`src/pkg/t16b_pkg.sv`:
```
// Constants and carrier types for the timer 16-bit byte access block.
package t16b_pkg;

  // ----------------------------------------------------------------
  // Byte locations on the 8-bit data bus
  // ----------------------------------------------------------------
  localparam logic [3:0] ADDR_COUNT_LO = 4'h0;
  localparam logic [3:0] ADDR_COUNT_HI = 4'h1;
  localparam logic [3:0] ADDR_CAPT_LO = 4'h2;
  localparam logic [3:0] ADDR_CAPT_HI = 4'h3;
  localparam logic [3:0] ADDR_CMPA_LO = 4'h4;
  localparam logic [3:0] ADDR_CMPA_HI = 4'h5;
  localparam logic [3:0] ADDR_CMPB_LO = 4'h6;
  localparam logic [3:0] ADDR_CMPB_HI = 4'h7;
  localparam logic [3:0] ADDR_CTRL_A = 4'h8;
  localparam logic [3:0] ADDR_CTRL_B = 4'h9;
  localparam logic [3:0] ADDR_CTRL_C = 4'ha;

  // ----------------------------------------------------------------
  // Field positions inside the control registers
  // ----------------------------------------------------------------
  localparam int POS_WAVE_BIT0 = 0;
  localparam int POS_WAVE_BIT1 = 1;
  localparam int POS_WAVE_BIT2 = 3;
  localparam int POS_WAVE_BIT3 = 4;
  localparam int POS_FORCE_A = 7;
  localparam int POS_FORCE_B = 6;

  // ----------------------------------------------------------------
  // Counter values and reset values
  // ----------------------------------------------------------------
  localparam logic [15:0] CNT_BOTTOM = 16'h0000;
  localparam logic [15:0] CNT_MAX = 16'hffff;
  localparam logic [15:0] TOP_FIXED_8 = 16'h00ff;
  localparam logic [15:0] TOP_FIXED_9 = 16'h01ff;
  localparam logic [15:0] TOP_FIXED_10 = 16'h03ff;
  localparam logic [15:0] RST_WIDE = 16'h0000;
  localparam logic [7:0] RST_BYTE = 8'h00;

  // Source of the count sequence's highest value.
  typedef enum logic [2:0]
  {
    TOP_SEL_MAX = 3'h0,
    TOP_SEL_F8 = 3'h1,
    TOP_SEL_F9 = 3'h2,
    TOP_SEL_F10 = 3'h3,
    TOP_SEL_CMPA = 3'h4,
    TOP_SEL_CAPT = 3'h5
  } t16b_top_sel_t;

  // One byte request from the processor core.
  typedef struct packed
  {
    logic rd;
    logic wr;
    logic [3:0] addr;
    logic [7:0] wdata;
  } t16b_bus_req_t;

  // Counter position flags.
  typedef struct packed
  {
    logic at_bottom;
    logic at_max;
    logic at_top;
  } t16b_flags_t;

endpackage

```
`src/rtl/t16b_timer.sv`:
```
// Byte-wide access path to the 16-bit registers of a timer/counter.
//
// Functional notes
// Count zero means counter at bottom.
// Count all ones means counter at max.
// Top is fixed, compare A or capture.
// Master moves wide registers as two bytes.
// One shared high-byte holding register per timer.
// Only low byte access moves wide data.
// Low write loads holding plus written byte.
// Low read copies high byte into holding.
// Compare reads bypass holding register entirely.
// Master writes high first, reads low first.
// Master guards two-byte sequences against interrupts.
// Wave bits 0-2 replace legacy pulse/clear bits.
// Force bits in C, wave bit 3 in B.
// Bus count write beats clear and count.
// Holding register clears on reset.
`timescale 1ns/1ps

module t16b_timer
  import t16b_pkg::*;
(
  input wire logic CLK,
  input wire logic RST_B,
  input wire logic CE,
  input wire t16b_bus_req_t BUS_REQ,
  output logic [7:0] BUS_RDATA,
  input wire logic COUNT_INC,
  input wire logic COUNT_CLR,
  input wire logic CAPTURE,
  output logic [15:0] COUNT,
  output logic [15:0] TOP_VALUE,
  output t16b_flags_t FLAGS,
  output logic [3:0] WAVE_MODE,
  output logic FORCE_A,
  output logic FORCE_B
);

  // ----------------------------------------------------------------
  // State
  // ----------------------------------------------------------------
  logic [15:0] count;
  logic [15:0] cmpa;
  logic [15:0] cmpb;
  logic [15:0] capt;
  logic [7:0] hold;
  logic [7:0] ctrl_a;
  logic [7:0] ctrl_b;
  logic [7:0] rdata;
  logic force_a;
  logic force_b;

  // ----------------------------------------------------------------
  // Bus decode
  // ----------------------------------------------------------------
  wire logic wr = BUS_REQ.wr & CE;
  wire logic rd = BUS_REQ.rd & CE;
  wire logic [3:0] addr = BUS_REQ.addr;
  wire logic [7:0] wdata = BUS_REQ.wdata;

  // Any high byte location only ever reaches the holding register.
  wire logic hi_loc = (addr == ADDR_COUNT_HI) | (addr == ADDR_CAPT_HI)
                    | (addr == ADDR_CMPA_HI) | (addr == ADDR_CMPB_HI);
  wire logic wr_hold = wr & hi_loc;
  wire logic wr_count = wr & (addr == ADDR_COUNT_LO);
  wire logic wr_cmpa = wr & (addr == ADDR_CMPA_LO);
  wire logic wr_cmpb = wr & (addr == ADDR_CMPB_LO);
  wire logic wr_capt = wr & (addr == ADDR_CAPT_LO);
  wire logic wr_ctrl_a = wr & (addr == ADDR_CTRL_A);
  wire logic wr_ctrl_b = wr & (addr == ADDR_CTRL_B);
  wire logic wr_ctrl_c = wr & (addr == ADDR_CTRL_C);
  wire logic rd_count_lo = rd & (addr == ADDR_COUNT_LO);
  wire logic rd_capt_lo = rd & (addr == ADDR_CAPT_LO);

  // Low byte writes join the holding byte with the bus byte.
  wire logic [15:0] wide_wdata = {hold, wdata};

  // ----------------------------------------------------------------
  // Mode decode
  // ----------------------------------------------------------------
  // Wave bits 0 and 1 sit where the legacy pulse bits were, bit 2
  // where the legacy clear-on-match bit was, bit 3 was added in B.
  wire logic wave_mode_bit0 = ctrl_a[POS_WAVE_BIT0];
  wire logic wave_mode_bit1 = ctrl_a[POS_WAVE_BIT1];
  wire logic wave_mode_bit2 = ctrl_b[POS_WAVE_BIT2];
  wire logic wave_mode_bit3 = ctrl_b[POS_WAVE_BIT3];
  wire logic [3:0] wave_mode = {wave_mode_bit3, wave_mode_bit2,
                                wave_mode_bit1, wave_mode_bit0};

  // A control write must show in the wave mode one edge later.
  wave_low_a: assert property (@(posedge CLK)
    disable iff (!RST_B)
    (CE && BUS_REQ.wr && BUS_REQ.addr == ADDR_CTRL_A)
    |=> (WAVE_MODE[1:0] == $past(BUS_REQ.wdata[1:0])))
    else $error("Control A write did not set wave bits 0 and 1.");

  wave_high_a: assert property (@(posedge CLK)
    disable iff (!RST_B)
    (CE && BUS_REQ.wr && BUS_REQ.addr == ADDR_CTRL_B)
    |=> (WAVE_MODE[3:2] == $past(BUS_REQ.wdata[4:3])))
    else $error("Control B write did not set wave bits 2 and 3.");

  // Maps the wave mode to the source of the top value.
  function automatic t16b_top_sel_t top_sel_of(input logic [3:0] m);
    t16b_top_sel_t s;
    s = TOP_SEL_MAX;
    unique case (m)
      4'h1, 4'h5: s = TOP_SEL_F8;
      4'h2, 4'h6: s = TOP_SEL_F9;
      4'h3, 4'h7: s = TOP_SEL_F10;
      4'h4, 4'h9, 4'hb, 4'hf: s = TOP_SEL_CMPA;
      4'h8, 4'ha, 4'hc, 4'he: s = TOP_SEL_CAPT;
      4'h0, 4'hd: s = TOP_SEL_MAX;
    endcase
    return s;
  endfunction

  wire t16b_top_sel_t top_sel = top_sel_of(wave_mode);
  wire logic [15:0] top_value =
    (top_sel == TOP_SEL_F8) ? TOP_FIXED_8 :
    (top_sel == TOP_SEL_F9) ? TOP_FIXED_9 :
    (top_sel == TOP_SEL_F10) ? TOP_FIXED_10 :
    (top_sel == TOP_SEL_CMPA) ? cmpa :
    (top_sel == TOP_SEL_CAPT) ? capt : CNT_MAX;

  // Spot checks of the top source, one fixed and one capture mode.
  top_fixed_a: assert property (@(posedge CLK)
    disable iff (!RST_B)
    (WAVE_MODE == 4'h2) |-> (TOP_VALUE == 16'h01ff))
    else $error("Fixed nine-bit top not selected.");

  top_capture_a: assert property (@(posedge CLK)
    disable iff (!RST_B)
    (WAVE_MODE == 4'he) |-> (TOP_VALUE == capt))
    else $error("Capture value not used as top.");

  // The capture value is only writable while it defines the top,
  // otherwise the capture event owns it.
  wire logic capt_is_top = (top_sel == TOP_SEL_CAPT);

  // ----------------------------------------------------------------
  // Next values
  // ----------------------------------------------------------------
  // A bus write wins over clear and count in the same cycle.
  wire logic [15:0] next_count =
    wr_count ? wide_wdata :
    COUNT_CLR ? CNT_BOTTOM :
    COUNT_INC ? 16'(count + 16'h0001) : count;

  wire logic [15:0] next_capt =
    (wr_capt & capt_is_top) ? wide_wdata :
    (CAPTURE & ~capt_is_top) ? count : capt;

  // Low reads of count and capture load their upper byte into the
  // holding register; compare reads leave it alone.
  wire logic [7:0] next_hold =
    wr_hold ? wdata :
    rd_count_lo ? count[15:8] :
    rd_capt_lo ? capt[15:8] : hold;

  // Read selection: high count and capture bytes come from holding.
  wire logic [7:0] read_byte =
    (addr == ADDR_COUNT_LO) ? count[7:0] :
    (addr == ADDR_COUNT_HI) ? hold :
    (addr == ADDR_CAPT_LO) ? capt[7:0] :
    (addr == ADDR_CAPT_HI) ? hold :
    (addr == ADDR_CMPA_LO) ? cmpa[7:0] :
    (addr == ADDR_CMPA_HI) ? cmpa[15:8] :
    (addr == ADDR_CMPB_LO) ? cmpb[7:0] :
    (addr == ADDR_CMPB_HI) ? cmpb[15:8] :
    (addr == ADDR_CTRL_A) ? ctrl_a :
    (addr == ADDR_CTRL_B) ? ctrl_b : RST_BYTE;

  // ----------------------------------------------------------------
  // Wide registers
  // ----------------------------------------------------------------
  // One edge loads all sixteen bits so no half-written value is seen.
  always_ff @(posedge CLK or negedge RST_B)
  begin
    if (!RST_B)
    begin
      count <= RST_WIDE;
      capt <= RST_WIDE;
      cmpa <= RST_WIDE;
      cmpb <= RST_WIDE;
    end
    else if (CE)
    begin
      count <= next_count;
      capt <= next_capt;
      if (wr_cmpa)
        cmpa <= wide_wdata;
      if (wr_cmpb)
        cmpb <= wide_wdata;
    end
  end

  // Low writes load sixteen bits; a high write alone moves nothing wide.
  low_write_a: assert property (@(posedge CLK)
    disable iff (!RST_B)
    (CE && BUS_REQ.wr && BUS_REQ.addr == ADDR_CMPB_LO)
    |=> (cmpb == {$past(hold), $past(BUS_REQ.wdata)}))
    else $error("Low byte write did not load the wide register.");

  high_write_a: assert property (@(posedge CLK)
    disable iff (!RST_B)
    (CE && BUS_REQ.wr && BUS_REQ.addr == ADDR_CMPA_HI)
    |=> ($stable(cmpa) && hold == $past(BUS_REQ.wdata)))
    else $error("High byte write touched more than holding.");

  write_wins_a: assert property (@(posedge CLK)
    disable iff (!RST_B)
    (wr_count && (COUNT_CLR || COUNT_INC))
    |=> (COUNT == {$past(hold), $past(BUS_REQ.wdata)}))
    else $error("Count write lost to clear or count.");

  // Holding register, control bytes and registered read data.
  always_ff @(posedge CLK or negedge RST_B)
  begin
    if (!RST_B)
    begin
      hold <= RST_BYTE;
      ctrl_a <= RST_BYTE;
      ctrl_b <= RST_BYTE;
      rdata <= RST_BYTE;
    end
    else if (CE)
    begin
      hold <= next_hold;
      if (wr_ctrl_a)
        ctrl_a <= wdata;
      if (wr_ctrl_b)
        ctrl_b <= wdata;
      if (rd)
        rdata <= read_byte;
    end
  end

  // Holding traffic for low reads, high reads and compare reads.
  low_read_a: assert property (@(posedge CLK)
    disable iff (!RST_B)
    (CE && BUS_REQ.rd && BUS_REQ.addr == ADDR_COUNT_LO && !wr_hold)
    |=> (hold == $past(COUNT[15:8])))
    else $error("Low byte read did not fill holding.");

  capt_read_a: assert property (@(posedge CLK)
    disable iff (!RST_B)
    (CE && BUS_REQ.rd && BUS_REQ.addr == ADDR_CAPT_LO)
    |=> (hold == $past(capt[15:8])))
    else $error("Capture low read did not fill holding.");

  high_read_a: assert property (@(posedge CLK)
    disable iff (!RST_B)
    (CE && BUS_REQ.rd && BUS_REQ.addr == ADDR_COUNT_HI)
    |=> (BUS_RDATA == $past(hold)))
    else $error("Count high read did not return holding.");

  cmp_read_a: assert property (@(posedge CLK)
    disable iff (!RST_B)
    (CE && BUS_REQ.rd && !BUS_REQ.wr && BUS_REQ.addr == ADDR_CMPA_HI)
    |=> ($stable(hold) && BUS_RDATA == $past(cmpa[15:8])))
    else $error("Compare read used the holding register.");

  cmpb_read_a: assert property (@(posedge CLK)
    disable iff (!RST_B)
    (CE && BUS_REQ.rd && !BUS_REQ.wr && BUS_REQ.addr == ADDR_CMPB_LO)
    |=> ($stable(hold) && BUS_RDATA == $past(cmpb[7:0])))
    else $error("Compare B read disturbed the holding register.");

  hold_reset_a: assert property (@(posedge CLK)
    $rose(RST_B) |-> (hold == 8'h00))
    else $error("Holding register not cleared by reset.");

  // Force strobes: a written one gives a single-cycle pulse; the
  // bits are not stored, so control C always reads as zero.
  always_ff @(posedge CLK or negedge RST_B)
  begin
    if (!RST_B)
    begin
      force_a <= 1'h0;
      force_b <= 1'h0;
    end
    else if (CE)
    begin
      force_a <= wr_ctrl_c & wdata[POS_FORCE_A];
      force_b <= wr_ctrl_c & wdata[POS_FORCE_B];
    end
  end

  // ----------------------------------------------------------------
  // Outputs
  // ----------------------------------------------------------------
  assign BUS_RDATA = rdata;
  assign COUNT = count;
  assign TOP_VALUE = top_value;
  assign WAVE_MODE = wave_mode;
  assign FORCE_A = force_a;
  assign FORCE_B = force_b;
  // One assignment drives the whole flag struct, so it has one driver.
  assign FLAGS = '{
    at_bottom: (count == CNT_BOTTOM),
    at_max: (count == CNT_MAX),
    at_top: (count == top_value)
  };

  // Flags track the count; a clear lands on bottom; forces pulse.
  bottom_flag_a: assert property (@(posedge CLK)
    disable iff (!RST_B)
    FLAGS.at_bottom == (COUNT == 16'h0000))
    else $error("Bottom flag disagrees with count.");

  max_flag_a: assert property (@(posedge CLK)
    disable iff (!RST_B)
    FLAGS.at_max == (COUNT == 16'hffff))
    else $error("Max flag disagrees with count.");

  clear_bottom_a: assert property (@(posedge CLK)
    disable iff (!RST_B)
    (CE && COUNT_CLR && !wr_count) |=> FLAGS.at_bottom)
    else $error("Clear did not bring the count to bottom.");

  force_pulse_a: assert property (@(posedge CLK)
    disable iff (!RST_B)
    (CE && BUS_REQ.wr && BUS_REQ.addr == ADDR_CTRL_C)
    |=> (FORCE_A == $past(BUS_REQ.wdata[7])
         && FORCE_B == $past(BUS_REQ.wdata[6])))
    else $error("Control C write did not pulse the force outputs.");

endmodule

```
`config.mk`:
```
export PLATFORM = sky130hd
export DESIGN_NAME = t16b_timer
export DESIGN_NICKNAME = d
export VERILOG_FILES = /design/src/pkg/t16b_pkg.sv /design/src/rtl/t16b_timer.sv
export SDC_FILE = /design/constraint.sdc
export NUM_CORES = 1
export LEC_CHECK = 0
export BUFFER_PORTS_ARGS = -buffer_cell sky130_fd_sc_hd__buf_2
export CAP_MARGIN = 25
export CORE_MARGIN = 2
export CORE_UTILIZATION = 45
export DETAILED_ROUTE_END_ITERATION = 16
export PLACE_DENSITY = 0.63
export SYNTH_ARGS = -nofsm -noshare
export SYNTH_HDL_FRONTEND = slang
export SYNTH_SLANG_ARGS = --single-unit
```
`constraint.sdc`:
```
create_clock -name CLK -period 6.92 [get_ports CLK]
set_input_delay 1.038 -clock CLK [delete_from_list [all_inputs] [get_ports CLK]]
set_output_delay 1.038 -clock CLK [all_outputs]
set_load 0.03 [all_outputs]
```
==> impl_metrics.toml <==
[placed_design]
dp_hpwl_um = 14700
placed_cells = 860
gp_routability_congestion = 0.967
place_worst_setup_slack_ns = 2.95
port_buffers = 68

[timing]
layout_setup_ws_ns = 2.55
setup_viol_count_final = 0
rsz0062_at_grt = "no"
slew_violations = 0
fmax_mhz = 229
finalCritPeriodShare = 0.631
finalClockSkew_ns = 0.0107
period_needed_ns = 4.37
worst_slew_margin_rel = 0.348
hold_viol_final = 0
worstMarginPinSlew_ns = 0.975
tns_ns = 0

[hold_path]
hold_depth = 2
hold_path_class = "reg -> reg"

[floorplanning]
ios = 69
core_mm2 = 0.0131
start_util = 0.457
fp-row-count = 42
fp.dieW_um = 119
die-area_mm2 = 0.0142
die_y_um = 119

[outcome]
status = "completed"

[yosys]
synth_commonest_cells = "dfrtp_1, nand2_1, nor2_1"
synth_largest_area_cell = "dfrtp_1"
ys_seq_area_frac = 0.410
synth_edf_count = 0
avgSynthCellArea_um2 = 8.89
synth_nets = 694
synth_cells = 672
synth_most_common_cell = "dfrtp_1"
ys_types = 63
yosys_warnings = 0
syn_area_mm2 = 0.00598
synth_ff_type = "dfrtp_1"
synth_area_leaders = "dfrtp_1, mux2_2, a21oi_1"
synth.top_cell.area_share = 0.410
async_flop_share = 1.00
ys_ff_latch = 98

[clock_network]
cts-resized-gates = 0
cts_buffers = 9
tritoncts = "built"
cts_hold_buf = 0
cts.sinks = 98
root_buffer = "clkbuf_16"
clk_pin_slew_ns = 0.07
clockBufferDepth = 2
post-cts-setup-buffers = 0
clock_latency_ns = 0.35
h-tree-depth = 3

[worst_setup_path]
worstSetupPathType = "reg -> out"
cp_max_fo = 24
rr_worst_depth = 6
critPathArrivalTime_ns = 3.33
end_kind = "primary output"
startpoint_type = "flip-flop"
crit_required_ns = 5.88

[routing]
wl_um = 21200
vias = 5738
antenna_left = 0
drtIter0Drc = 673
dr.pass1.iters = 6
wl_per_cell_um = 24.2
drc = 0
viasPerCell = 6.54

[global_route]
antenna_found_initial = 0
grt_max_degree = 84
grt-ovfl-total = 0
grt_util_all_layers = 0.297
grt_pass1_wl_um = 31800
grt_pass1_vias = 5141

[cells_and_area]
nets = 719
diodes = 0
fillCellCount = 1222
areaGrowthSynthToFinish_pct = 11.6
fin_cells = 877
drive_above_1_share = 0.210

[power_and_ir_drop]
irDropWorstVdd_mv = 0.182
power.share.switching = 0.403
power_mw = 2.09
power_density_mw_per_mm2 = 313
internal-power_mw = 1.25
p_comb_frac = 0.327
power.leakage_nw = 2.97
pwr-share-seq = 0.430
clkPwrFrac = 0.243
p_switching_mw = 0.840

[job]
drv_cap = 0
==> final cells by class <==
cell class,count,area (um^2),share of cell area
clock buffer,11,243,0.0364
clock inverter,4,51.3,0.00769
inverter,25,93.8,0.0141
multi-input combinational,489,3190,0.478
sequential,98,2450,0.368
tap,176,220,0.0330
timing repair buffer,74,419,0.0628
==> placed cells by master (no fill, tap or decap), drive strengths merged, types with 3 or more instances in the layout <==
cell | netlist | final
o21ai | 64 | 64
a32oi | 8 | 8
dfrtp | 98 | 98
nand2b | 9 | 9
inv | 25 | 26
mux2i | 10 | 10
o211ai | 5 | 5
or4 | 3 | 3
a2bb2oi | 5 | 5
nor4 | 11 | 11
a211o | 6 | 6
nand3 | 10 | 10
xnor2 | 6 | 6
and3 | 4 | 4
or3b | 3 | 3
a22o | 3 | 3
buf | 16 | 74
a31oi | 12 | 12
clkbuf | 44 | 11
o22ai | 33 | 33
a21oi | 46 | 46
mux2 | 52 | 52
a21o | 4 | 4
nor2b | 10 | 10
nor2 | 49 | 49
nand4 | 9 | 9
a221oi | 7 | 7
or2 | 5 | 5
nor3 | 12 | 12
or3 | 5 | 5
nand2 | 54 | 54
a22oi | 4 | 4
==> through the flow <==
stage,util,cell area [um^2],hold slack (ns)
final,0.510,6670,0.483
after CTS,0.507,6630,0.485
after global routing,0.510,6670,0.509
after global placement,0.483,6320,0.464
after floorplan,-,5980,0.452
after detailed placement,0.484,6330,0.470
==> routing by layer <==
metal,track usage,vias to the layer above,wire length (um)
li1,-,2544,-
met1,0.445,2803,9350
met2,0.422,349,9120
met3,0.0599,42,2050
met4,0.106,0,679
met5,0,-,0
==> critical path, stage by stage, from the launching register on <==
cell and delay [ns]:
dfrtp_1 0.80, inv_1 0.40, a211o_1 0.31, a22o_1 0.26, xor2_1 0.14, or4_1 0.54, nor4_2 0.29, buf_2 0.24
==> flip-flops by register name (all words and copies together), names as in the netlist <==
| name | flops |
|---|---|
| cmpb | 16 |
| hold | 8 |
| ctrl_a | 8 |
| FORCE_A | 1 |
| capt | 16 |
| cmpa | 16 |
| COUNT | 16 |
| BUS_RDATA | 8 |
| ctrl_b | 8 |
| FORCE_B | 1 |
==> final timing paths <==
check | start | endpoint | slack (ns)
max in group asynchronous | RST_B | capt[7] | 5.40
worst min-delay path | BUS_RDATA[2] | BUS_RDATA[2] | 0.48
worst max-delay path | ctrl_a[0] | FLAGS[0] | 2.55
worst max register to register | ctrl_a[0] | capt[10] | 3.83
worst min register to register | BUS_RDATA[2] | BUS_RDATA[2] | 0.48
min in group asynchronous | RST_B | COUNT[13] | 0.54
==> cells by family after synthesis <==
kind of cell / count (synthesis) / synth area share
buf+inv: 85 / 0.0580
mux: 63 / 0.118
compound gates: 223 / 0.236
xor+xnor: 8 / 0.0117
simple gates: 193 / 0.162
fa+ha+maj: 2 / 0.00419
flops: 98 / 0.410
==> power by group through the flow <==
stage	Combinational (mW)	Sequential, mW	Clock [mW]
after global placement	0.659	0.891	0
final	0.682	0.898	0.507
after global routing	0.737	0.905	0.535
after floorplan	0.506	0.814	0
after detailed placement	0.670	0.895	0
after CTS	0.672	0.884	0.516
Note: power is estimated with default switching activity, not from simulation.
